===== src/adu_defs.svh =====
// Purpose: constants for the assist data upload sequencer
// Assumes: included by bare name
// Notes: counts are in bytes unless named otherwise
`ifndef ADU_DEFS_SVH
`define ADU_DEFS_SVH
`define ADU_BLK_BYTES  10'h0200
`define ADU_BLK_SHIFT  9
`define ADU_CODE_NEXT  2'h0
`define ADU_CODE_RETRY 2'h1
`define ADU_CODE_ABORT 2'h2
`define ADU_CLS_FLASH  1'b1
`define ADU_CLS_GEN    1'b0
`define ADU_BUF_DEPTH  2
`endif


===== src/adu_pkg.sv =====
// Purpose: types for the assist data upload sequencer
// Assumes: nothing
// Notes: states gray coded from idle through erase, data and drain to reply
package adu_pkg;
    typedef enum logic [0:0] {
        ADU_K_BLOCK = 1'b0,
        ADU_K_END   = 1'b1
    } adu_kind_t;
    typedef struct packed {
        adu_kind_t   kind;
        logic [15:0] seq;
        logic [9:0]  len;
    } adu_cmd_t;
    typedef struct packed {
        logic        cls;
        logic [1:0]  code;
        logic [15:0] seq;
    } adu_rsp_t;
    typedef struct packed {
        logic [7:0] year;
        logic [3:0] month;
        logic [4:0] day;
        logic [7:0] gnss;
        logic [7:0] sv;
    } adu_orbit_t;
    typedef enum logic [2:0] {
        ADU_S_IDLE    = 3'h0,
        ADU_S_ERASE   = 3'h1,
        ADU_S_DATA    = 3'h3,
        ADU_S_DRAIN   = 3'h2,
        ADU_S_REPLY   = 3'h6,
        ADU_S_PREP    = 3'h7,
        ADU_S_DISCARD = 3'h5
    } adu_state_t;
endpackage : adu_pkg


===== src/adu_seq.sv =====
// Purpose: receiver side of flash upload of assistance data
// Assumes: messages already deframed into header and payload bytes
// Notes: block address is seq times block size
//
// What this block does
// - reply says next, resend or abort
// - end reply waits for data preparation while an upload is open, else abort at once
// - shorter final block is accepted
// - flash replies use their own class
// - first block erases old stored data
// - blocks numbered from zero upward
// - out-of-sequence blocks are rejected
// - orbit message names satellite and date
// - orbit messages ordered date, gnss, sv
`timescale 1ns/1ps
`include "adu_defs.svh"
module adu_seq
    import adu_pkg::*;
#(
    parameter int ADDR_W = 20
) (
    // clock and reset
    input  wire logic              mclk,
    input  wire logic              srst,
    // message headers
    input  wire logic              cmd_valid,
    output logic                   cmd_ready,
    input  wire adu_cmd_t          cmd,
    // block payload
    input  wire logic              pl_valid,
    output logic                   pl_ready,
    input  wire logic [7:0]        pl_data,
    input  wire logic              pl_last,
    // flash store
    output logic                   erase_req,
    input  wire logic              erase_done,
    output logic                   fl_valid,
    input  wire logic              fl_ready,
    output logic [ADDR_W-1:0]      fl_addr,
    output logic [7:0]             fl_data,
    output logic                   prep_start,
    input  wire logic              prep_done,
    output logic                   store_ok,
    // replies
    output logic                   rsp_valid,
    input  wire logic              rsp_ready,
    output adu_rsp_t               rsp,
    // offline orbit headers
    input  wire logic              orb_valid,
    output logic                   orb_ready,
    input  wire adu_orbit_t        orb,
    input  wire logic              orb_err_clr,
    output logic                   orb_order_err
);
    adu_state_t state_r, state_nxt;
    logic [15:0] exp_r, seq_r;
    logic [9:0]  cnt_r, len_r;
    logic        bad_r, started_r, store_r, prep_r;
    logic [1:0]  code_r;
    adu_rsp_t    rsp_r;
    logic [32:0] orb_last_r;
    logic        orb_have_r, orb_err_r;

    wire cmd_take  = cmd_valid && cmd_ready;
    wire pl_take   = pl_valid && pl_ready;
    wire is_blk    = cmd.kind == ADU_K_BLOCK;
    wire len_ok    = cmd.len != 10'h000 && cmd.len <= `ADU_BLK_BYTES;
    wire seq_first = cmd.seq == 16'h0000;
    wire seq_ok    = seq_first || (started_r && cmd.seq == exp_r);
    wire in_data   = state_r == ADU_S_DATA;
    wire room      = cnt_r < len_r;
    wire last_bad  = pl_last && ((cnt_r + 10'h001) != len_r);

    // two-entry buffer toward flash
    logic [ADDR_W-1:0] b_addr_r [`ADU_BUF_DEPTH];
    logic [7:0]        b_dat_r  [`ADU_BUF_DEPTH];
    logic              wp_r, rp_r;
    logic [1:0]        fill_r;
    wire b_in_rdy = fill_r != 2'h2;
    wire b_push   = in_data && pl_take && room;
    wire b_pop    = fl_valid && fl_ready;
    wire b_empty  = fill_r == 2'h0;
    wire [ADDR_W-1:0] wr_addr =
        ADDR_W'({seq_r, 9'h000}) + ADDR_W'(cnt_r);

    assign cmd_ready = state_r == ADU_S_IDLE;
    // overlong payload is swallowed, not written
    assign pl_ready  = (in_data && (b_in_rdy || !room))
                     || state_r == ADU_S_DISCARD;
    assign erase_req = state_r == ADU_S_ERASE;
    assign fl_valid  = !b_empty;
    assign fl_addr   = b_addr_r[rp_r];
    assign fl_data   = b_dat_r[rp_r];
    assign prep_start = prep_r;
    assign store_ok  = store_r;
    assign rsp_valid = state_r == ADU_S_REPLY;
    assign rsp       = rsp_r;
    assign orb_ready = 1'b1;
    assign orb_order_err = orb_err_r;

    always_ff @(posedge mclk) begin
        if (srst) begin
            wp_r   <= 1'b0;
            rp_r   <= 1'b0;
            fill_r <= 2'h0;
        end else begin
            if (b_push) begin
                b_addr_r[wp_r] <= wr_addr;
                b_dat_r[wp_r]  <= pl_data;
                wp_r <= ~wp_r;
            end
            if (b_pop)
                rp_r <= ~rp_r;
            fill_r <= fill_r + {1'b0, b_push} - {1'b0, b_pop};
        end
    end

    always_comb begin
        state_nxt = state_r;
        case (state_r)
            ADU_S_IDLE: begin
                if (cmd_take) begin
                    if (!is_blk)
                        state_nxt = started_r ? ADU_S_PREP : ADU_S_REPLY;
                    else if (!len_ok || !seq_ok)
                        state_nxt = ADU_S_DISCARD;
                    else if (seq_first)
                        state_nxt = ADU_S_ERASE;
                    else
                        state_nxt = ADU_S_DATA;
                end
            end
            ADU_S_ERASE:
                if (erase_done)
                    state_nxt = ADU_S_DATA;
            ADU_S_DATA:
                if (pl_take && pl_last)
                    state_nxt = ADU_S_DRAIN;
            ADU_S_DRAIN:
                if (b_empty)
                    state_nxt = ADU_S_REPLY;
            ADU_S_DISCARD:
                if (pl_take && pl_last)
                    state_nxt = ADU_S_REPLY;
            ADU_S_PREP:
                if (prep_done)
                    state_nxt = ADU_S_REPLY;
            ADU_S_REPLY:
                if (rsp_ready)
                    state_nxt = ADU_S_IDLE;
            default:
                state_nxt = ADU_S_IDLE;
        endcase
    end

    always_ff @(posedge mclk) begin
        if (srst)
            state_r <= ADU_S_IDLE;
        else
            state_r <= state_nxt;
    end

    // upload bookkeeping
    always_ff @(posedge mclk) begin
        if (srst) begin
            exp_r     <= 16'h0000;
            seq_r     <= 16'h0000;
            cnt_r     <= 10'h000;
            len_r     <= 10'h000;
            bad_r     <= 1'b0;
            started_r <= 1'b0;
            store_r   <= 1'b0;
            prep_r    <= 1'b0;
            code_r    <= `ADU_CODE_NEXT;
        end else begin
            prep_r <= 1'b0;
            if (cmd_take) begin
                seq_r <= cmd.seq;
                len_r <= cmd.len;
                cnt_r <= 10'h000;
                bad_r <= 1'b0;
                if (!is_blk) begin
                    prep_r <= started_r;
                    code_r <= started_r ? `ADU_CODE_NEXT : `ADU_CODE_ABORT;
                end else if (!len_ok) begin
                    code_r <= `ADU_CODE_RETRY;
                end else if (!seq_ok) begin
                    code_r    <= `ADU_CODE_ABORT;
                    started_r <= 1'b0;
                end else if (seq_first) begin
                    // old data gone from the first block on
                    store_r   <= 1'b0;
                    started_r <= 1'b1;
                    exp_r     <= 16'h0000;
                end
            end
            if (in_data && pl_take) begin
                cnt_r <= cnt_r + 10'h001;
                // short last block fine if it matches its header
                if (!room || last_bad)
                    bad_r <= 1'b1;
            end
            if (state_r == ADU_S_DRAIN && b_empty) begin
                code_r <= bad_r ? `ADU_CODE_RETRY : `ADU_CODE_NEXT;
                if (!bad_r)
                    exp_r <= exp_r + 16'h0001;
            end
            if (state_r == ADU_S_PREP && prep_done) begin
                store_r   <= 1'b1;
                started_r <= 1'b0;
            end
        end
    end

    // reply word, flash class only
    always_ff @(posedge mclk) begin
        if (srst)
            rsp_r <= '0;
        else if (state_r != ADU_S_REPLY && state_nxt == ADU_S_REPLY) begin
            rsp_r.cls  <= `ADU_CLS_FLASH;
            rsp_r.code <= (state_r == ADU_S_DRAIN)
                        ? (bad_r ? `ADU_CODE_RETRY : `ADU_CODE_NEXT)
                        : (state_r == ADU_S_IDLE) ? `ADU_CODE_ABORT
                        : (state_r == ADU_S_PREP) ? `ADU_CODE_NEXT : code_r;
            rsp_r.seq  <= (state_r == ADU_S_IDLE) ? cmd.seq : seq_r;
        end
    end

    // orbit order watch: date, then gnss, then sv, strictly rising
    wire [32:0] orb_key = {orb.year, orb.month, orb.day, orb.gnss, orb.sv};
    wire orb_take = orb_valid && orb_ready;
    wire orb_bad  = orb_take && orb_have_r && orb_key <= orb_last_r;
    always_ff @(posedge mclk) begin
        if (srst) begin
            orb_last_r <= 33'h0_0000_0000;
            orb_have_r <= 1'b0;
            orb_err_r  <= 1'b0;
        end else begin
            if (orb_take) begin
                orb_last_r <= orb_key;
                orb_have_r <= 1'b1;
            end
            // a new fault beats a clear in the same cycle
            if (orb_bad)
                orb_err_r <= 1'b1;
            else if (orb_err_clr)
                orb_err_r <= 1'b0;
        end
    end
endmodule : adu_seq


===== config.mk =====
export PLATFORM = sky130hd
export DESIGN_NAME = adu_seq
export DESIGN_NICKNAME = d
export VERILOG_FILES = /design/src/adu_pkg.sv /design/src/adu_seq.sv
export VERILOG_INCLUDE_DIRS = /design/src
export SDC_FILE = /design/constraint.sdc
export NUM_CORES = 1
export LEC_CHECK = 0
export BUFFER_PORTS_ARGS = -buffer_cell sky130_fd_sc_hd__buf_4
export CAP_MARGIN = 30
export CORE_MARGIN = 10
export CORE_UTILIZATION = 35
export CTS_BUF_LIST = sky130_fd_sc_hd__clkbuf_8
export CTS_CLUSTER_SIZE = 24
export DETAILED_ROUTE_END_ITERATION = 12
export SYNTH_ARGS = -nofsm -noshare
export SYNTH_HDL_FRONTEND = slang
export SYNTH_SLANG_ARGS = --single-unit

===== constraint.sdc =====
create_clock -name mclk -period 4.3 [get_ports mclk]
set_clock_uncertainty 0.05 [all_clocks]
set_input_delay 0.43 -clock mclk [delete_from_list [all_inputs] [get_ports mclk]]
set_output_delay 0.43 -clock mclk [all_outputs]
set_load 0.005 [all_outputs]

Yosys cells after proc, flatten, opt, wreduce, memory -nomap -nowiden
Memory sizes are Yosys's and may differ from the RTL's. A register that Yosys moved wholly into a read port is not among the register bits.
Index checks and enable logic that the tools add are counted.
{"block": "totals", "mem_bits_rw": 56, "elab_cells": 139, "out_inout_bits": 56, "ff_bits": 119, "memories": 2, "inputBits": 79}
{"block": "op_classes", "bitwise": 4, "muxes": 52, "n_reduce_logical": 40, "addsub": 5, "eq_ne": 14, "magnitude_cmp": 3}
{"memory": "b_addr_r", "depth": 2, "word_bits": 20, "read_ports": 1, "rd_ports_with_merged_regs": 1, "wr": 1, "line": "adu_seq.sv:75", "source": "logic [ADDR_W-1:0] b_addr_r [`ADU_BUF_DEPTH];"}
{"memory": "b_dat_r", "depth": 2, "word_bits": 8, "read_ports": 1, "rd_ports_with_merged_regs": 1, "wr": 1, "line": "adu_seq.sv:76", "source": "logic [7:0] b_dat_r [`ADU_BUF_DEPTH];"}
{"cell": "$mux 16", "count": 8}
{"cell": "$le 33x33->1", "count": 1}
{"cell": "$mux 3", "count": 9}
{"cell": "$mux 1", "count": 22}
{"cell": "$pmux 3 s7", "count": 1}
{"cell": "$add 20x10->20", "count": 1}
{"cell": "$mux 10", "count": 2}
{"cell": "$mux 2", "count": 10}
{"cell": "$add 16x1->16 const B", "count": 1}
{"cell": "$eq 16x16->1", "count": 1}
{"cell": "$logic_not 16->1", "count": 1}
{"cell": "$logic_and 1x1->1", "count": 15}
{"cell": "$reduce_bool 2->1", "count": 7}
{"cell": "$eq 3x3->1 const B", "count": 4}
{"cell": "$add 10x1->10 const B", "count": 1}
{"cell": "$le 10x10->1 const B", "count": 1}
{"cell": "$lt 10x10->1", "count": 1}
{"cell": "$ne 10x10->1", "count": 1}
{"cell": "$reduce_bool 10->1", "count": 1}
{"cell": "$eq 3x2->1 const B", "count": 2}
{"cell": "$logic_or 1x1->1", "count": 5}
{"cell": "$reduce_and 5->1", "count": 1}
{"cell": "$logic_not 1->1", "count": 4}
{"cell": "$ne 2x2->1 const B", "count": 2}
{"cell": "13 further kinds", "count": 16}

Longest topological paths before layout
Gate-level depths: netlist of the first run.
{"block": "depth", "ltp_word": 11, "depth_mapped": 13}

Worst setup path after synthesis of the first run
No wires, ideal clock.
{"block": "synth_timing", "path_type": "register to register", "startpoint": "reg cnt_r[3]", "endpoint": "mem b_addr_r[1][0] (enable)", "setup_time_ns": 0.454, "required_ns": 3.796, "path_stages_with_launch": 7, "synth_period_minus_slack_ns": 4.377, "arrival_ns": 3.873, "n_path_buf": 1, "setup_slack_ns": -0.077, "cell_sequence": "dfxtp_1 -> ha_1 -> a2111oi_0 -> a21oi_1 -> or3_1 -> clkbuf_1 -> nor3b_1"}
{"block": "synth_between", "elab_chain_cells": 11}
{"element": "start: declaration", "line": "adu_seq.sv:57", "source": "logic [9:0] cnt_r, len_r;"}
{"element": "start signal: assignment", "line": "adu_seq.sv:198", "source": "cnt_r <= cnt_r + 10'h001;"}
{"element": "$lt 10x10->1 (*)", "line": "adu_seq.sv:71", "source": "wire room = cnt_r < len_r;"}
{"element": "$logic_not 1->1", "line": "adu_seq.sv:88", "source": "assign pl_ready = (in_data && (b_in_rdy || !room))"}
{"element": "$logic_or 1x1->1", "line": "adu_seq.sv:88"}
{"element": "$logic_and 1x1->1", "line": "adu_seq.sv:88"}
{"element": "$logic_or 1x1->1", "line": "adu_seq.sv:89", "source": "|| state_r == ADU_S_DISCARD;"}
{"element": "$logic_and 1x1->1", "line": "adu_seq.sv:65", "source": "wire pl_take = pl_valid && pl_ready;"}
{"element": "$logic_and 1x1->1", "line": "adu_seq.sv:80", "source": "wire b_push = in_data && pl_take && room;"}
{"element": "$logic_and 1x1->1 (*)", "line": "adu_seq.sv:80"}
{"element": "$mux 1 (*)", "line": "adu_seq.sv:107", "source": "if (b_push) begin"}
{"element": "$mux 1 (*)", "line": "adu_seq.sv:102", "source": "if (srst) begin"}
{"element": "$mux 1 (not written as such) (*)", "line": "adu_seq.sv:108", "source": "b_addr_r[wp_r] <= wr_addr;"}
{"element": "end: declaration", "line": "adu_seq.sv:75"}
Mark *: on every way between the ends. The rest lies on a longest branch, timed or not.

Worst setup path after layout of the first run
{"block": "layout_timing", "startpoint": "reg state_r[1]", "endpoint": "reg rsp_r (netlist bit rsp[6])"}
{"block": "layout_between", "elab_chain_cells": 9, "elab_cells_between_ends": 24}
{"element": "start: declaration", "line": "adu_seq.sv:55", "source": "adu_state_t state_r, state_nxt;"}
{"element": "start signal: assignment", "line": "adu_seq.sv:160", "source": "state_r <= state_nxt;"}
{"element": "$eq 3x2->1", "line": "adu_seq.sv:70, adu_seq.sv:120"}
{"element": "$logic_and 1x1->1", "line": "adu_seq.sv:88"}
{"element": "$logic_or 1x1->1", "line": "adu_seq.sv:89"}
{"element": "$logic_and 1x1->1", "line": "adu_seq.sv:65"}
{"element": "$logic_and 1x1->1", "line": "adu_seq.sv:137, adu_seq.sv:143"}
{"element": "$mux 3, on equally long branches", "line": "adu_seq.sv:143, adu_seq.sv:137"}
{"element": "$pmux 3 s7", "line": "adu_seq.sv:120", "source": "case (state_r)"}
{"element": "$eq 3x3->1", "line": "adu_seq.sv:219", "source": "else if (state_r != ADU_S_REPLY && state_nxt == ADU_S_REPLY) begin"}
{"element": "$logic_and 1x1->1", "line": "adu_seq.sv:219"}
{"element": "end: declaration", "line": "adu_seq.sv:60", "source": "adu_rsp_t rsp_r;"}
Several ways; a longest one is shown, not always the timed one.
A chain may end at the register's enable or synchronous reset.

==> run_results.csv, run 1 <==
group,metric,value,unit
global_route,grt_max_degree,81,
critical_path,critPathLaunch,"state_r[1]$_SDFF_PP0_",
final_layout,design_area,0.0104,mm²
critical_path,r2r-start,"state_r[1]$_SDFF_PP0_",
critical_path,r2r-end,"rsp[6]$_SDFFE_PP0P_",
floorplanning,dieArea,0.0315,mm²
critical_path,cp.arrival,3.45,ns
global_route,antenna_found_initial,0,
clock_tree,htreeDepth,4,
floorplanning,die_height,178,µm
placed_design,dpl_worst_slack,1.16,ns
synth,synth_top_area_share,27.6,%
synth,async_flop_share,0,%
route,wl_per_cell,15.7,µm
synth,syn-num-nets,1010,
sta,worst_pin_slew,0.941,ns
placed_design,port_buffers,133,
global_route,overflow,0,
synth,synth-edff-count,56,
min_path,hp-start,"pl_data[7]",
synth,synthDistinctLibCells,65,
min_path,min_to,"b_dat_r[0][7]$_DFFE_PP_",
route,drt-vias-per-instance,4.88,
final_layout,areaGrowthSynthToFinish,19.9,%
sta,slew_headroom,37.3,%
critical_path,critPathMaxFanout,37,
sta,period_share,72.7,%
clock_tree,cts_root_buffer,"clkbuf_8",
clock_tree,path_clk_slew,0.10,ns
synth,synthFlopType,"dfxtp_1",
global_route,grt_pass1_vias,6402,
floorplanning,initial_utilization,35.6,%
floorplanning,rows,57,
final_layout,final_nets,1128,
critical_path,reg2reg_slack,1.17,ns
route,drt_iter0_drc,360,
run_status,status,"finished clean",
placed_design,dp_hpwl,15700,µm
min_path,min_path_type,"in -> reg",
power,peakVddDrop,0.166,mV
route,vias,6519,
min_path,whs_path_depth,1,
sta,slew_violations,0,
clock_tree,cts_resized,0,
power,p_leak,4.20,nW
synth,syn_area,0.00869,mm²
critical_path,cp.required,4.62,ns
sta,setup_viol,0,
route,drtPass1Iterations,6,
placed_design,place_congestion,0.822,
synth,synth_top_area_cell,"dfxtp_1",
clock_tree,cts_tree,"done",
route,ant_nets,0,
synth,synth_cells,882,
synth,synth.yosys.seq_area_share,47.0,%
clock_tree,numCtsBuffers,17,
synth,synth_seq_cells,176,
sta,min_period,3.13,ns
sta,setup-tns-final,0,ns
final_layout,drive_above_1_share,21.4,%
floorplanning,die_x,178,µm
final_layout,fillers,2426,
critical_path,crit_type,"reg -> reg",
sta,worst_hold_slack,0.107,ns
final_layout,num_antenna_cells,0,
sta,hold_violations,0,
clock_tree,worstSkewPairLatency,0.46,ns
run,maxCapViolations,0,
clock_tree,cts.sinks,176,
sta,fmax,320,MHz
sta,setup_slack,1.17,ns
clock_tree,post_cts_buffers,0,
critical_path,r2r_cells,7,
global_route,gr-usage-all-layers,13.3,%
global_route,grt_pass1_wl,33400,µm
route,drc_errors,0,
critical_path,end_kind,"flop",
synth,synthTopCellsByArea,"dfxtp_1, edfxtp_1, ha_1",
critical_path,worstSetupStartpointType,"flop",
power,power.density,383,mW/mm²
synth,yosysWarnings,0,
floorplanning,pin_count,135,
clock_tree,clockBufferDepth,2,
placed_design,place_area,0.00999,mm²
route,totalWireLength,21100,µm
floorplanning,core,0.0244,mm²
clock_tree,cts_hold_buf,0,
sta,rsz0062_at_grt,"false",
synth,syn_avg_cell_area,9.86,µm²
==> per-layer routing <==
layer	vias up	GRT usage [%]	part of all wire, %
met1	3044	17.5	48
met2	117	20.8	46
met3	17	3.27	4.8
met5	-	0	0
li1	3341	-	-
met4	0	4.52	1.5
==> state kept, by name (all words and copies together), names as in the netlist, 3 cells and up, named ones only <==
signal / flops
b_addr_r: 40
b_dat_r: 16
cnt_r: 10
exp_r: 16
len_r: 10
orb_last_r: 33
rsp: 19
seq_r: 16
state_r: 3
==> worst max path at each step <==
| stage | endpoint | depth (start not counted) | slack, ns |
|---|---|---|---|
| CTS | rsp[17]$_SDFFE_PP0P_ | 7 | 1.12 |
| floorplan | b_addr_r[0][0]$_DFFE_PP_ | 6 | 0.09 |
| finish | rsp[6]$_SDFFE_PP0P_ | 7 | 1.17 |
| detailed placement | rsp[17]$_SDFFE_PP0P_ | 7 | 1.16 |
| global placement | rsp[17]$_SDFFE_PP0P_ | 7 | 1.26 |
| global route | rsp[4]$_SDFFE_PP0P_ | 7 | 0.78 |
==> power by group <==
part	switching, mW	internal [mW]	leakage (nW)	total, mW
combinational	0.429	0.395	2.49	0.824
clock	0.653	0.595	0.214	1.25
sequential	0.0998	1.82	1.50	1.92
==> cells in the mapped netlist, types with 3 or more instances <==
cell type	number
and2_1	6
dfxtp_1	120
nor3_1	7
nand4_1	11
xnor2_1	25
a31oi_1	8
nor2b_1	8
nand3_1	24
a21o_1	11
a211o_1	3
nor2_1	90
o21ai_0	20
edfxtp_1	56
a211oi_1	18
ha_1	49
nor4_1	9
a21oi_1	53
and3_1	13
mux2i_1	50
buf_2	5
clkbuf_1	28
o211ai_1	3
nand2b_1	4
and4_1	4
nand2_1	81
mux2_2	29
or3_1	5
xor2_1	29
buf_4	5
inv_1	56
o311ai_0	3
==> cell usage in the layout, fill, tap and decap left out, types with 4 or more instances in the layout <==
| cell | Yosys | routed |
|---|---|---|
| nand2_1 | 81 | 81 |
| and4_1 | 4 | 4 |
| nand2b_1 | 4 | 4 |
| mux2_2 | 29 | 29 |
| mux2i_1 | 50 | 50 |
| buf_4 | 5 | 139 |
| xnor2_1 | 25 | 25 |
| nor3_1 | 7 | 5 |
| or3_1 | 5 | 5 |
| nor2_1 | 90 | 90 |
| inv_6 | 0 | 4 |
| edfxtp_1 | 56 | 56 |
| o21ai_0 | 20 | 20 |
| and2_1 | 6 | 6 |
| ha_1 | 49 | 49 |
| nand4_1 | 11 | 11 |
| dfxtp_1 | 120 | 120 |
| nor4_1 | 9 | 9 |
| a211oi_1 | 18 | 18 |
| xor2_1 | 29 | 29 |
| nand3_1 | 24 | 24 |
| and3_1 | 13 | 13 |
| a31oi_1 | 8 | 8 |
| clkbuf_8 | 0 | 17 |
| nor2b_1 | 8 | 8 |
| inv_1 | 56 | 56 |
| a21oi_1 | 53 | 53 |
| a21o_1 | 11 | 11 |
==> metrics by stage <==
stage	total power [mW]	util, %	cells
final	3.99	42.7	1337
after global routing	4.22	42.7	1337
after CTS	4.06	42.7	1337
after detailed placement	2.79	41.0	1305
after global placement	2.78	41.0	1305
after floorplan	2.45	-	882
==> worst max-delay path, cell delays in order (launching register included) <==
cell,delay [ns]
dfxtp_1,0.64
nor3_2,0.10
buf_4,0.25
nand2_2,0.58
o22ai_1,0.30
a31oi_4,0.78
nor2_1,0.10
a211oi_1,0.22
==> area by class of cell <==
cell class	instances	area [µm²]	share of cell area [%]
inverter	56	210	2.02
clock inverter	15	201	1.93
multi-input combinational	610	4250	40.7
clock buffer	17	234	2.24
sequential	176	4080	39.2
timing repair buffer	139	1040	10.0
tap	324	405	3.89
==> logic make-up (layout without fill, tap and decap cells) <==
| family | count (synthesis) | after routing | share of synthesized area, % |
|---|---|---|---|
| and+or+nand+nor | 281 | 281 | 15.7 |
| DFF | 176 | 176 | 47.0 |
| AOI/OAI and AO/OA | 146 | 146 | 10.9 |
| buffers and inverters | 96 | 227 | 4.43 |
| muxes | 79 | 79 | 9.51 |
| xor gates and xnor gates | 54 | 54 | 5.44 |
| adders and majority gates | 49 | 49 | 7.05 |
| other | 1 | 1 | 0.0431 |
Note: power is estimated with default switching activity, not from simulation.
==> run 2: changes to the inputs <==
clock period = 2.91 ns   (was 4.3 ns; I/O delays follow)
==> run 2 against run 1 <==
- global-route usage increased by 0.44 points
- sequential share of layout area down 1.0 points
- count of clock-buffer cells in the layout rose by 1
- core utilization is 1.3 points higher
- cell count up 2.0%
- via count up 2.1%
- worst setup slack worse by 0.93 ns
- critical path type unchanged
- largest cell class unchanged
- highest routed layer unchanged
==> run_results.csv, run 2 (synthesized netlist as in run 1, its figures left out) <==
group,metric,value,unit
run_status,status,"finished clean",
final_layout,largest_register_ffs,40,
placed_design,dpl_worst_slack,0.241,ns
route,drt_iter0_drc,386,
floorplanning,dieArea,0.0315,mm²
final_layout,drive_above_1_share,23.0,%
critical_path,cp.arrival,2.94,ns
critical_path,crit_family,"adder cells",
critical_path,end_kind,"flop",
global_route,grt_pass1_vias,6339,
route,totalWireLength,21700,µm
clock_tree,post_cts_buffers,0,
critical_path,cp.required,3.18,ns
clock_tree,cts_tree,"done",
critical_path,slowest_stage,"dfxtp_1",
clock_tree,numCtsBuffers,17,
run,maxCapViolations,0,
floorplanning,core,0.0244,mm²
final_layout,final_common_cell,"buf_4",
placed_design,port_buffers,133,
floorplanning,rows,57,
critical_path,worst-path-buf-inv,2,
route,wl_per_cell,15.9,µm
critical_path,critPathMaxFanout,3,
clock_tree,cts_resized,0,
sta,worst_pin_slew,0.621,ns
power,p_leak,4.34,nW
final_layout,num_antenna_cells,0,
floorplanning,die_x,178,µm
final_layout,areaGrowthSynthToFinish,23.4,%
clock_tree,worstSkewPairLatency,0.45,ns
power,internal-power,4.20,mW
power,power.density,554,mW/mm²
critical_path,crit_chain,"inv_1 > ha_1 > a2111oi_2 > a21oi_1 > or3_1 > ha_1 > inv_1 > ha_1 > xor2_1 > xnor2_1 > nor2_1",
clock_tree,cts_root_buffer,"clkbuf_8",
sta,rsz0062_at_grt,"false",
sta,min_period,2.67,ns
placed_design,place_congestion,0.871,
sta,slew_violations,0,
critical_path,cpMostUsedCell,"ha_1",
route,dr_wl_met3,950,µm
route,drc_errors,0,
sta,setup_slack,0.245,ns
clock_tree,htreeDepth,4,
global_route,gr-usage-all-layers,13.7,%
route,highest_layer,"met4",
placed_design,dp_hpwl,16100,µm
power,combPwrFrac,21.8,%
route,wl_met2,9730,µm
min_path,min_path_type,"in -> reg",
floorplanning,pin_count,135,
clock_tree,clockBufferDepth,2,
final_layout,most-common-layout-cells,"buf_4, dfxtp_1, nor2_1",
global_route,overflow,0,
power,clkPwrFrac,30.8,%
floorplanning,die_height,178,µm
clock_tree,cts_hold_buf,12,
clock_tree,path_clk_slew,0.10,ns
critical_path,crit_type,"reg -> reg",
power,p_sw_share,29.3,%
sta,slew_headroom,58.4,%
route,ant_nets,0,
power,pwr-share-seq,47.4,%
global_route,grt_max_degree,62,
critical_path,worstSetupStartpointType,"flop",
global_route,antenna_found_initial,0,
sta,setup-tns-final,0,ns
power,netSwitchingPower,1.74,mW
critical_path,cp_slowest_stage_delay,0.37,ns
sta,setup_viol,0,
global_route,grt_pass1_wl,34600,µm
route,drt-vias-per-instance,4.88,
final_layout,top_register,"b_addr_r",
sta,period_share,91.6,%
route,wl_met1,10700,µm
final_layout,final_nets,1155,
power,peakVddDrop,0.266,mV
sta,hold_violations,0,
route,drtPass1Iterations,5,
sta,fmax,375,MHz
route,vias,6653,
floorplanning,initial_utilization,35.6,%
clock_tree,cts.sinks,176,
==> run 2: tightest hold or removal path: cells and delay by family <==
family / cells / cell delay, ns
mux: 1 / 0.06
buf+inv: 1 / 0.09
simple gates: 1 / 0.07
==> run 2: worst paths after layout <==
check	start	endpoint	slack, ns	cells past startpoint
worst max register to register	len_r[3]$_SDFFE_PP0P_	fill_r[1]$_SDFF_PP0_	0.24	11
worst max-delay path	len_r[3]$_SDFFE_PP0P_	fill_r[1]$_SDFF_PP0_	0.24	11
worst min register to register	seq_r[11]$_SDFFE_PP0P_	seq_r[11]$_SDFFE_PP0P_	0.41	2
worst min-delay path	orb[12]	orb_last_r[12]$_SDFFE_PP0P_	0.03	3
==> run 2: layer usage <==
layer | track usage, % | vias up
li1 | - | 3395
met1 | 18.6 | 3117
met2 | 21.2 | 123
met3 | 3.27 | 18
met4 | 3.96 | 0
met5 | 0 | -
==> run 2: power groups by stage <==
stage	logic [mW]	registers, mW	clock network, mW
after global routing	1.44	2.84	1.98
after detailed placement	1.30	2.88	0
after global placement	1.29	2.87	0
after floorplan	0.791	2.83	0
final	1.29	2.82	1.83
after CTS	1.32	2.82	1.89
==> run 2: per-stage QoR <==
stage	instances	hold WS, ns	power [mW]	instance area (µm²)	util (%)
finish	1364	0.0270	5.94	10700	44.0
global route	1364	0.00132	6.27	10700	44.0
CTS	1364	0.000468	6.03	10700	44.0
detailed placement	1320	0.396	4.18	10200	41.8
global placement	1320	0.392	4.16	10200	41.8
floorplan	882	0.340	3.62	8750	-
==> run 2: cell type report <==
| type | instances | area (µm²) |
|---|---|---|
| inverter | 56 | 210 |
| fill | 2367 | 13700 |
| sequential | 176 | 4090 |
| clock buffer | 18 | 248 |
| tap | 324 | 405 |
| clock inverter | 14 | 178 |
| multi-input combinational | 610 | 4270 |
| timing repair buffer | 166 | 1330 |
